File: src/include/ipl_pkg.sv
/*
  package for the instruction prefix latch: register map, field layout, reset values, carrier types.
  assumes a single core clock and a plain strobe register port.
*/
package ipl_pkg;

  localparam int unsigned IPL_ADDR_W      = 8;
  localparam int unsigned IPL_DATA_W      = 16;
  localparam int unsigned IPL_IDX_W       = 3;
  // prefix module number; the low three address bits carry the alias index
  localparam logic [4:0]  IPL_MODULE      = 5'h0b;
  localparam int unsigned IPL_MOD_LSB     = 3;
  localparam logic [15:0] IPL_PREFIX_RST  = 16'h0000;
  localparam logic [2:0]  IPL_INDEX_RST   = 3'h0;
  localparam int unsigned IPL_HOLD_CYCLES = 1;
  localparam int unsigned IPL_PDATA_W     = 8;
  localparam int unsigned IPL_SRC_BIT     = 0;
  localparam int unsigned IPL_DST_LSB     = 1;

  typedef struct packed {
    logic [IPL_ADDR_W-1:0] addr;
    logic [IPL_DATA_W-1:0] wdata;
    logic                  wr;
    logic                  rd;
  } ipl_bus_req_t;

  typedef struct packed {
    logic                   valid;
    logic [IPL_PDATA_W-1:0] high_byte;
    logic                   src_bank;
    logic [1:0]             dst_bank;
  } ipl_prefix_t;

endpackage : ipl_pkg

File: src/verilog/ipl_latch.sv
/*
  instruction prefix latch: one 16-bit register reached through eight aliases; it holds a write for
  one execution cycle and hands its low byte and the alias bank selects to the next instruction.
  assumes every clock edge is one execution cycle and the decoder samples prefix_out each cycle.
*/
// The address-and-strobe port was left to the implementer.
// Functional notes
// - prefix register clears to zero on every reset.
// - a written value stands one execution cycle, then reverts to zero.
// - held low byte is supplied as high data byte to next instruction.
// - all 16 bits stored; only bits 7:0 prefix the next instruction.
// - all eight aliases read and write the same 16-bit register.
// - written alias index bit 0 selects source bank 0h-Fh or 10h-1Fh.
// - indices 0-1 give dest 0h-7h, 2-3 give 8h-Fh, 4-5 give 10h-17h, 6-7 give 18h-1Fh.
// - reads and writes allowed at all times without restriction; here a write or read is dropped while sys_rst_in is high.
// - captured index returns to zero after the prefixed cycle.
module ipl_latch
  import ipl_pkg::*;
(
  // clock and reset
  input  wire logic                  ref_clk_in,
  input  wire logic                  sys_rst_in,
  // register port
  input  wire ipl_bus_req_t          bus_in,
  output logic [IPL_DATA_W-1:0]      rdata_out,
  // towards the decoder
  output ipl_prefix_t                prefix_out
);

  function automatic logic hits(input logic [IPL_ADDR_W-1:0] a);
    hits = (a[IPL_ADDR_W-1:IPL_MOD_LSB] == IPL_MODULE);
  endfunction : hits

  // lowest register number that each alias opens to the next destination
  function automatic logic [4:0] dst_base(input logic [IPL_IDX_W-1:0] idx);
    case (idx)
      3'h0, 3'h1: dst_base = 5'h00;
      3'h2, 3'h3: dst_base = 5'h08;
      3'h4, 3'h5: dst_base = 5'h10;
      default:    dst_base = 5'h18;
    endcase
  endfunction : dst_base

  // lowest register number that each alias opens to the next source
  function automatic logic [4:0] src_base(input logic [IPL_IDX_W-1:0] idx);
    case (idx)
      3'h1, 3'h3, 3'h5, 3'h7: src_base = 5'h10;
      default:                src_base = 5'h00;
    endcase
  endfunction : src_base

  ////////////////////////////////////////////////////////////////////////////
  // age counter wide enough to count up to the hold time
  localparam int unsigned AGE_W = $clog2(IPL_HOLD_CYCLES + 2);

  logic [IPL_DATA_W-1:0] value_reg, value_next;
  logic [IPL_IDX_W-1:0]  index_reg, index_next;
  logic                  valid_reg, valid_next;
  logic [AGE_W-1:0]      age_reg, age_next;
  logic [IPL_DATA_W-1:0] rdata_reg, rdata_next;
  logic                  wr_hit;
  logic                  rd_hit;

  // any alias inside the module window is the same register
  assign wr_hit = bus_in.wr && hits(bus_in.addr);
  assign rd_hit = bus_in.rd && hits(bus_in.addr);

  ////////////////////////////////////////////////////////////////////////////
  // prefix group: a write arms the prefix, which then stands for the hold time only
  always_comb begin
    value_next = IPL_PREFIX_RST;
    index_next = IPL_INDEX_RST;
    valid_next = 1'b0;
    age_next   = '0;
    if (wr_hit) begin
      value_next = bus_in.wdata;
      index_next = bus_in.addr[IPL_IDX_W-1:0];
      valid_next = 1'b1;
      age_next   = AGE_W'(1);
    end else if (valid_reg && (age_reg < AGE_W'(IPL_HOLD_CYCLES))) begin
      value_next = value_reg;
      index_next = index_reg;
      valid_next = 1'b1;
      age_next   = age_reg + AGE_W'(1);
    end
  end

  always_ff @(posedge ref_clk_in) begin
    if (sys_rst_in) begin
      value_reg <= IPL_PREFIX_RST;
      index_reg <= IPL_INDEX_RST;
      valid_reg <= 1'b0;
      age_reg   <= '0;
    end else begin
      value_reg <= value_next;
      index_reg <= index_next;
      valid_reg <= valid_next;
      age_reg   <= age_next;
    end
  end

  ////////////////////////////////////////////////////////////////////////////
  // read group: the word answers one cycle after the strobe and is zero otherwise
  always_comb begin
    rdata_next = '0;
    if (rd_hit) begin
      rdata_next = value_reg;
    end
  end

  always_ff @(posedge ref_clk_in) begin
    if (sys_rst_in) begin
      rdata_reg <= '0;
    end else begin
      rdata_reg <= rdata_next;
    end
  end

  ////////////////////////////////////////////////////////////////////////////
  assign rdata_out            = rdata_reg;
  assign prefix_out.valid     = valid_reg;
  assign prefix_out.high_byte = value_reg[IPL_PDATA_W-1:0];
  assign prefix_out.src_bank  = index_reg[IPL_SRC_BIT];
  assign prefix_out.dst_bank  = index_reg[IPL_DST_LSB+1:IPL_DST_LSB];
endmodule : ipl_latch

File: config.mk
export PLATFORM = sky130hd
export DESIGN_NAME = ipl_latch
export DESIGN_NICKNAME = d
export VERILOG_FILES = /design/src/include/ipl_pkg.sv /design/src/verilog/ipl_latch.sv
export SDC_FILE = /design/constraint.sdc
export NUM_CORES = 1
export LEC_CHECK = 0
export ABC_AREA = 0
export BUFFER_PORTS_ARGS = -buffer_cell sky130_fd_sc_hd__buf_4
export CORE_MARGIN = 2
export CORE_UTILIZATION = 29
export CTS_BUF_LIST = sky130_fd_sc_hd__clkbuf_2
export DETAILED_ROUTE_END_ITERATION = 10
export HOLD_SLACK_MARGIN = 0.12
export SKIP_CTS_REPAIR_TIMING = 1
export SLEW_MARGIN = 20
export SYNTH_ARGS = -nofsm -noshare
export SYNTH_HDL_FRONTEND = slang
export SYNTH_SLANG_ARGS = --single-unit
File: constraint.sdc
create_clock -name ref_clk_in -period 3.3 [get_ports ref_clk_in]
set_input_delay 0.165 -clock ref_clk_in [delete_from_list [all_inputs] [get_ports ref_clk_in]]
set_output_delay 0.165 -clock ref_clk_in [all_outputs]
set_load 0.02 [all_outputs]
==> results.toml, run 1 <==
[floorplan]
row_count = 25
initial_core_util_pct = 30.1
pin_count = 56
core_um2 = 4750
dieWidth_um = 74.3
die_area_um2 = 5520
die_y_um = 74.3

[synthesis]
synth.cell_area_um2 = 1430
synth_area_leaders = "dfxtp_1 53%, mux2i_1 13%, nand2b_1 8.3%, and2_1 7.0%, buf_4 5.8%"
synth.ff_latch_count = 38
yosysTopAreaCell = "dfxtp_1"
seq_area_frac_synth_pct = 53.1
syn_nets = 168
synth.avg_cell_area_um2 = 10.3
syn_inst = 139
synth.distinct_cells = 17
yosysWarnings = 0
synth_top_area_share_pct = 53.1

[layout]
n_antenna_cell = 0
stdcell_count = 273
areaGrowthSynthToFinish_pct = 43.9
drive_gt1_share_pct = 30.1
n_fill_cell = 522
num-nets-final = 234

[timing]
relSlewSlack_pct = 50.8
setup_viol = 0
setup_ws_ns = 1.71
setup_tns_ns = 0
finalHoldViolations = 0
period_share_pct = 48.2
slew_violations = 0
tightest_slew_ns = 0.737
rsz0062_at_grt = "false"
fmax_ghz = 0.629
timing.clock.skew_ns = 0.00740
post-route-min-period_ns = 1.59
whs_ns = 0.405

[global_route]
gr-total-overflow = 0
grt.total_usage_pct = 10.5
grt_start_max_net_pins = 24
grt_use_met2_pct = 17.7
antenna_found_initial = 0
grt_pass1_wl_mm = 4.28
use_met3_pct = 3.79
top_usage_layer = "met2"
globalRouteMet1Util_pct = 11.6
grt_pass1_vias = 938

[placement]
placedCellCount = 245
portBuffers = 55
pre_cts_ws_ns = 1.63
hpwl_mm = 1.89
place_congestion = 0.702

[worst_hold_path]
min_from = "bus_in[0]"
hold_depth = 3
hold_path.class = "in2reg"
hold_end = "rdata_out[12]"

[worst_setup_path]
r2r-end = "value_reg[9]"
cp.required_ns = 3.59
r2r_slack_ns = 1.71
reg2reg_from = "age_reg[0]"
cp_max_fo = 23
start_kind = "input pin"
endpoint_kind = "flip-flop"
r2r_cells = 5
arrival_ns = 1.88
crit_type = "in2reg"

[routing]
totalWireLength_mm = 2.93
drc_errors = 0
vias_per_cell = 4.03
ant_nets = 0
wire_per_inst_um = 10.7
drt_iter0_markers = 42
drtPass1Iterations = 4
vias = 1101

[cts]
clock-sinks = 38
cts_tree = "yes"
cts_root_buffer = "clkbuf_2"
cts.clk_slew.worst_paths_ns = 0.18
cts_buffers = 5
clockBufferDepth = 2
h-tree-depth = 2
clk_latency_ns = 0.37

[power_and_ir_drop]
p_leak_nw = 1.02
power_density_nw_per_um2 = 347
vdd_ir_drop_max_mv = 0.101

[run_status]
status = "completed"

[run]
maxCapViolCount = 0
Yosys cell counts, drive strengths merged:
master / instances
a21oi: 2
and2: 16
and3: 1
and3b: 1
and4b: 1
and4bb: 1
buf: 13
clkbuf: 3
dfxtp: 38
ha: 1
inv: 2
mux2i: 19
nand2: 20
nand2b: 19
nand3: 2
cells by family after synthesis:
kind of cell / Yosys count / share of synthesized area, %
AND/OR/NAND/NOR: 61 / 24.3
flip-flops: 38 / 53.1
multiplexers: 19 / 13.3
buffers and inverters: 18 / 7.77
AO/OA/AOI/OAI: 2 / 0.699
adder cells (fa/ha/maj): 1 / 0.873
worst max-delay path, stage by stage:
cell and delay [ns]:
dlygate4sd3_1 0.53, buf_4 0.20, and3b_1 0.71, nand2_1 0.11
mux2i_1 0.16
routing by layer:
metal	up-vias	share of wire, %
met1	500	40
met5	-	0
met3	8	4.8
li1	565	-
met4	0	2.7
met2	28	53
metrics by stage:
stage | instance area, um2 | utilization [%] | power [mW]
finish | 2060 | 43.4 | 0.716
global route | 2060 | 43.4 | 0.750
CTS | 1860 | 39.2 | 0.707
detailed placement | 1830 | 38.4 | 0.515
global placement | 1830 | 38.4 | 0.516
floorplan | 1430 | - | 0.487
final cells by class:
cell class              instances  area, um2  share of cell area [%]
clock buffers                   5       25.0                    1.21
multi-input cells              83        561                    27.2
flip-flops and latches         38        761                    36.9
repair buffers                 75        613                    29.7
inverters                       2       7.51                   0.364
well taps                      67       83.8                    4.07
clock inverters                 3       11.3                   0.546
power breakdown:
group | internal, mW | switching, mW
combinational | 0.0448 | 0.0183
sequential | 0.461 | 0.000605
clock | 0.0454 | 0.146
layout by cell type, fill, tap and decap left out:
| master | instances |
|---|---|
| mux2i_1 | 19 |
| dlygate4sd3_1 | 20 |
| ha_1 | 1 |
| buf_4 | 55 |
| clkinv_1 | 3 |
| clkbuf_2 | 5 |
| inv_1 | 2 |
| and3_1 | 1 |
| nand3_2 | 1 |
| and4b_2 | 1 |
| nand2b_1 | 19 |
| and4bb_1 | 1 |
| nand2_1 | 20 |
| and2_1 | 16 |
| a21oi_1 | 2 |
| and3b_1 | 1 |
| nand3_1 | 1 |
| dfxtp_1 | 38 |
worst max-delay path by stage:
stage                     startpoint  slack [ns]  cells past startpoint       endpoint
after floorplan           age_reg[0]        2.12                      6  value_reg[10]
after global placement    bus_in[23]        1.64                      4     age_reg[1]
after detailed placement  bus_in[23]        1.63                      4     age_reg[1]
after CTS                 age_reg[0]        1.67                      5   value_reg[9]
after global routing      age_reg[0]        1.52                      5   value_reg[9]
final                     sys_rst_in        1.71                      5   value_reg[9]
No activity file was read; power rests on OpenSTA's default activity.
==> run 2, diff against run 1 <==
Clock period 3.3 ns to 1.6 ns, I/O delays scaled along.
==> run 2 against run 1 <==
Against the previous run:
- clock skew is 0.0063 ns higher
- die area unchanged
- worst setup slack got worse by 1.6 ns
- critical path depth stayed put
- wire length is 11% higher
- cell area is 4.9% higher
- first-iteration DRC count up 2.4%
- clock power rose by 110%
- sequential power is 110% higher
- core utilization is 2.1 points higher
- critical endpoint is now value_reg[7]
==> results.toml, run 2 (synthesis results as in run 1) <==
[cts]
cts.clk_slew.worst_paths_ns = 0.17
clock-sinks = 38
clk_latency_ns = 0.37
cts_root_buffer = "clkbuf_2"
h-tree-depth = 2
cts_tree = "yes"
clockBufferDepth = 2
cts_buffers = 5

[routing]
wire_per_inst_um = 11.5
vias = 1169
drt_iter0_markers = 43
drtPass1Iterations = 4
vias_per_cell = 4.16
totalWireLength_mm = 3.24
drc_errors = 0
ant_nets = 0

[worst_setup_path]
endpoint_kind = "flip-flop"
slowest_stage = "dlygate4sd3_1"
crit_buf_inv = 3
slowest_delay_ns = 0.70
crit_chain = "dlygate4sd3_1 > buf_4 > nand3_2 > dlygate4sd3_1 > mux2i_1"
cp_max_fo = 4
critPathTopFamily = "buffers and inverters"
start_kind = "input pin"
crit_type = "in2reg"
arrival_ns = 1.79
cp.required_ns = 1.92
path_common_cell = "dlygate4sd3_1"

[placement]
place_area_um2 = 1850
pre_cts_ws_ns = 0.0685
portBuffers = 55
hpwl_mm = 1.96
placedCellCount = 246
place_congestion = 0.704

[power_and_ir_drop]
p_leak_nw = 1.06
vdd_ir_drop_max_mv = 0.249
power_density_nw_per_um2 = 694

[floorplan]
die_area_um2 = 5520
row_count = 25
die_y_um = 74.3
dieWidth_um = 74.3
initial_core_util_pct = 30.1
pin_count = 56
core_um2 = 4750

[global_route]
gr-total-overflow = 0
grt_pass1_wl_mm = 4.40
grt_start_max_net_pins = 24
grt_pass1_vias = 949
grt.total_usage_pct = 10.9
antenna_found_initial = 0

[timing]
rsz0062_at_grt = "false"
setup_viol = 0
finalHoldViolations = 0
relSlewSlack_pct = 74.8
post-route-min-period_ns = 1.47
timing.clock.skew_ns = 0.0138
setup_tns_ns = 0
tightest_slew_ns = 0.378
setup_ws_ns = 0.134
slew_violations = 0
fmax_ghz = 0.682
period_share_pct = 91.6

[run]
maxCapViolCount = 0

[layout]
fin_area_um2 = 2160
stdcell_count = 281
num-nets-final = 243
mostFrequentLayoutCells = "55 x buf_4, 38 x dfxtp_1, 28 x dlygate4sd3_1, 20 x nand2_1"
drive_gt1_share_pct = 30.8
layout_commonest_cell = "buf_4"
n_antenna_cell = 0
areaGrowthSynthToFinish_pct = 50.9

[run_status]
status = "completed"

[worst_hold_path]
hold_path.class = "in2reg"
run 2: path summary, 6_finish.rpt:
check                           cells after the start            to          from  slack [ns]
worst max register to register                      5     valid_reg    age_reg[0]        0.21
worst min-delay path                                4    age_reg[1]    bus_in[25]        0.28
worst min register to register                      2  value_reg[8]  value_reg[8]        0.47
worst max-delay path                                5  value_reg[7]    bus_in[24]        0.13
run 2: metrics by stage:
step	power, mW	hold slack (ns)	util [%]
2_1_floorplan	1.01	0.231	-
3_3_place_gp	1.06	0.347	38.8
3_5_place_dp	1.06	0.356	38.8
4_1_cts	1.47	-0.0709	39.6
5_1_grt	1.58	0.265	45.5
6_report	1.50	0.285	45.5
run 2: power breakdown:
group	total, mW	internal (mW)	leakage (nW)	switching [mW]
combinational	0.145	0.103	0.727	0.0419
clock	0.404	0.114	0.0291	0.290
sequential	0.951	0.950	0.306	0.00132
total	1.50	1.17	1.06	0.333
run 2: final cells by class:
cell class,count,area [um2]
fill,473,2590
clock buffer,7,35.0
timing repair buffer,84,713
inverter,2,7.51
multi-input combinational,83,562
tap,67,83.8
sequential,38,761
run 2: tightest hold or removal path, stage by stage:
cell      delay, ns
buf_4          0.07
and4bb_1       0.19
nand3_2        0.13
and3_1         0.16
run 2: routing by layer:
metal  wire, um  part of all wire, %  track usage (%)
met2       1710                   53             18.3
met1       1350                   42             12.2
met5          0                    0                0
met4         65                  2.0             5.36
met3        117                  3.6             4.20
==> run 3, diff against run 2 <==
Settings changed: RECOVER_POWER set to 50.
==> run 3 against run 2 <==
Against the previous run:
- sequential share of layout area grew 1.8 points
- sequential power is essentially flat
- count of clock-buffer cells in the layout is the same
- core utilization shrank 2.2 points
- cell count is the same
- clock skew is essentially flat
- worst setup slack lost 0.0056 ns
- clock power is essentially flat
- sequential cell count is the same
==> results.toml, run 3 (synthesis results as in run 1) <==
[layout]
n_fill_cell = 498
areaGrowthSynthToFinish_pct = 43.5
drive_gt1_share_pct = 17.3
seq_area_um2 = 761
mostFrequentLayoutCells = "38 x dfxtp_1, 28 x dlygate4sd3_1, 28 x clkbuf_1, 27 x buf_4, 20 x nand2_1"
layout_commonest_cell = "dfxtp_1"
num-nets-final = 243
multiInputGateArea_um2 = 561
n_antenna_cell = 0

[worst_setup_path]
cp.required_ns = 1.92
start_kind = "input pin"
r2r_cells = 5
crit_type = "in2reg"
r2r-end = "valid_reg"
endpoint_kind = "flip-flop"
reg2reg_from = "age_reg[0]"
cp_max_fo = 4
arrival_ns = 1.79
r2r_slack_ns = 0.21

[floorplan]
core_um2 = 4750
pin_count = 56
initial_core_util_pct = 30.1
dieWidth_um = 74.3
die_area_um2 = 5520
row_count = 25
die_y_um = 74.3

[timing]
setup_viol = 0
post-route-min-period_ns = 1.47
setup_tns_ns = 0
slew_violations = 0
period_share_pct = 91.9
rsz0062_at_grt = "false"
timing.clock.skew_ns = 0.0140
relSlewSlack_pct = 64.1
finalHoldViolations = 0
setup_ws_ns = 0.129
tightest_slew_ns = 0.538
fmax_ghz = 0.680

[global_route]
gr-total-overflow = 0
antenna_found_initial = 0
grt_start_max_net_pins = 24
grt_pass1_wl_mm = 4.40
grt_pass1_vias = 949
grt.total_usage_pct = 10.9

[power_and_ir_drop]
p_leak_nw = 0.943
swShare_pct = 22.1
power_density_nw_per_um2 = 728
p_comb_share_pct = 9.6
p_int_mw = 1.17
power_frac_seq_pct = 63.5
vdd_ir_drop_max_mv = 0.249
clkPwrFrac_pct = 26.8
power.switching_uw = 331

[run]
maxCapViolCount = 0

[placement]
portBuffers = 55
pre_cts_ws_ns = 0.0685
place_congestion = 0.704
hpwl_mm = 1.96

[routing]
vias_per_cell = 4.15
drc_errors = 0
vias = 1165
totalWireLength_mm = 3.25
drt_iter0_markers = 42
drtPass1Iterations = 4
wire_per_inst_um = 11.6
ant_nets = 0

[worst_hold_path]
hold_depth = 4
hold_path.class = "in2reg"
min_from = "bus_in[25]"
hold_end = "age_reg[1]"

[cts]
cts.clk_slew.worst_paths_ns = 0.17
cts_root_buffer = "clkbuf_2"
cts_buffers = 5
clockBufferDepth = 2
clk_latency_ns = 0.37
h-tree-depth = 2
cts_tree = "yes"
clock-sinks = 38

[run_status]
status = "completed"
run 3: cell types whose count changed in the layout (fill, tap and decap cells not counted), sizes merged:
cell    delta
buf       -28
clkbuf    +28
run 3: per-stage QoR:
step / hold slack (ns) / area (um2) / total power [mW] / utilization [%] / std cells
floorplan: 0.231 / 1430 / 1.01 / - / 139
global placement: 0.347 / 1850 / 1.06 / 38.8 / 246
detailed placement: 0.356 / 1850 / 1.06 / 38.8 / 246
global route: 0.265 / 2060 / 1.58 / 43.2 / 281
finish: 0.291 / 2060 / 1.50 / 43.2 / 281
CTS: -0.0709 / 1880 / 1.47 / 39.6 / 253
run 3: layout make-up:
class	count	area share [%]
Sequential cell	38	37.0
Clock buffer	7	1.70
Tap cell	67	4.08
Timing Repair Buffer	84	29.6
Multi-Input combinational cell	83	27.3
Inverter	2	0.365
run 3: metal layers:
metal	part of all wire (%)	routed length, um	GRT usage, %
met2	52	1680	18.3
met3	4.0	130	4.20
met1	42	1370	12.2
met4	1.9	63	5.36
met5	0	0	0
run 3: power groups by stage:
stage | Combinational (mW) | Sequential, mW | Clock (mW)
after CTS | 0.0939 | 0.951 | 0.422
after global routing | 0.157 | 0.952 | 0.468
after global placement | 0.0934 | 0.971 | 0
final | 0.144 | 0.951 | 0.402
after floorplan | 0.0343 | 0.971 | 0
after detailed placement | 0.0936 | 0.971 | 0
run 3: worst max path at each step:
stage	from	end	cells past startpoint
4_1_cts	age_reg[0]	value_reg[9]	5
5_1_grt	age_reg[0]	value_reg[10]	5
3_3_place_gp	age_reg[0]	value_reg[14]	5
2_1_floorplan	age_reg[0]	value_reg[10]	6
6_report	bus_in[24]	value_reg[4]	5
3_5_place_dp	age_reg[0]	value_reg[10]	5
run 3: critical path: stages:
cell	delay (ns)
dlygate4sd3_1	0.54
buf_4	0.14
nand3_2	0.12
dlygate4sd3_1	0.70
mux2i_1	0.20
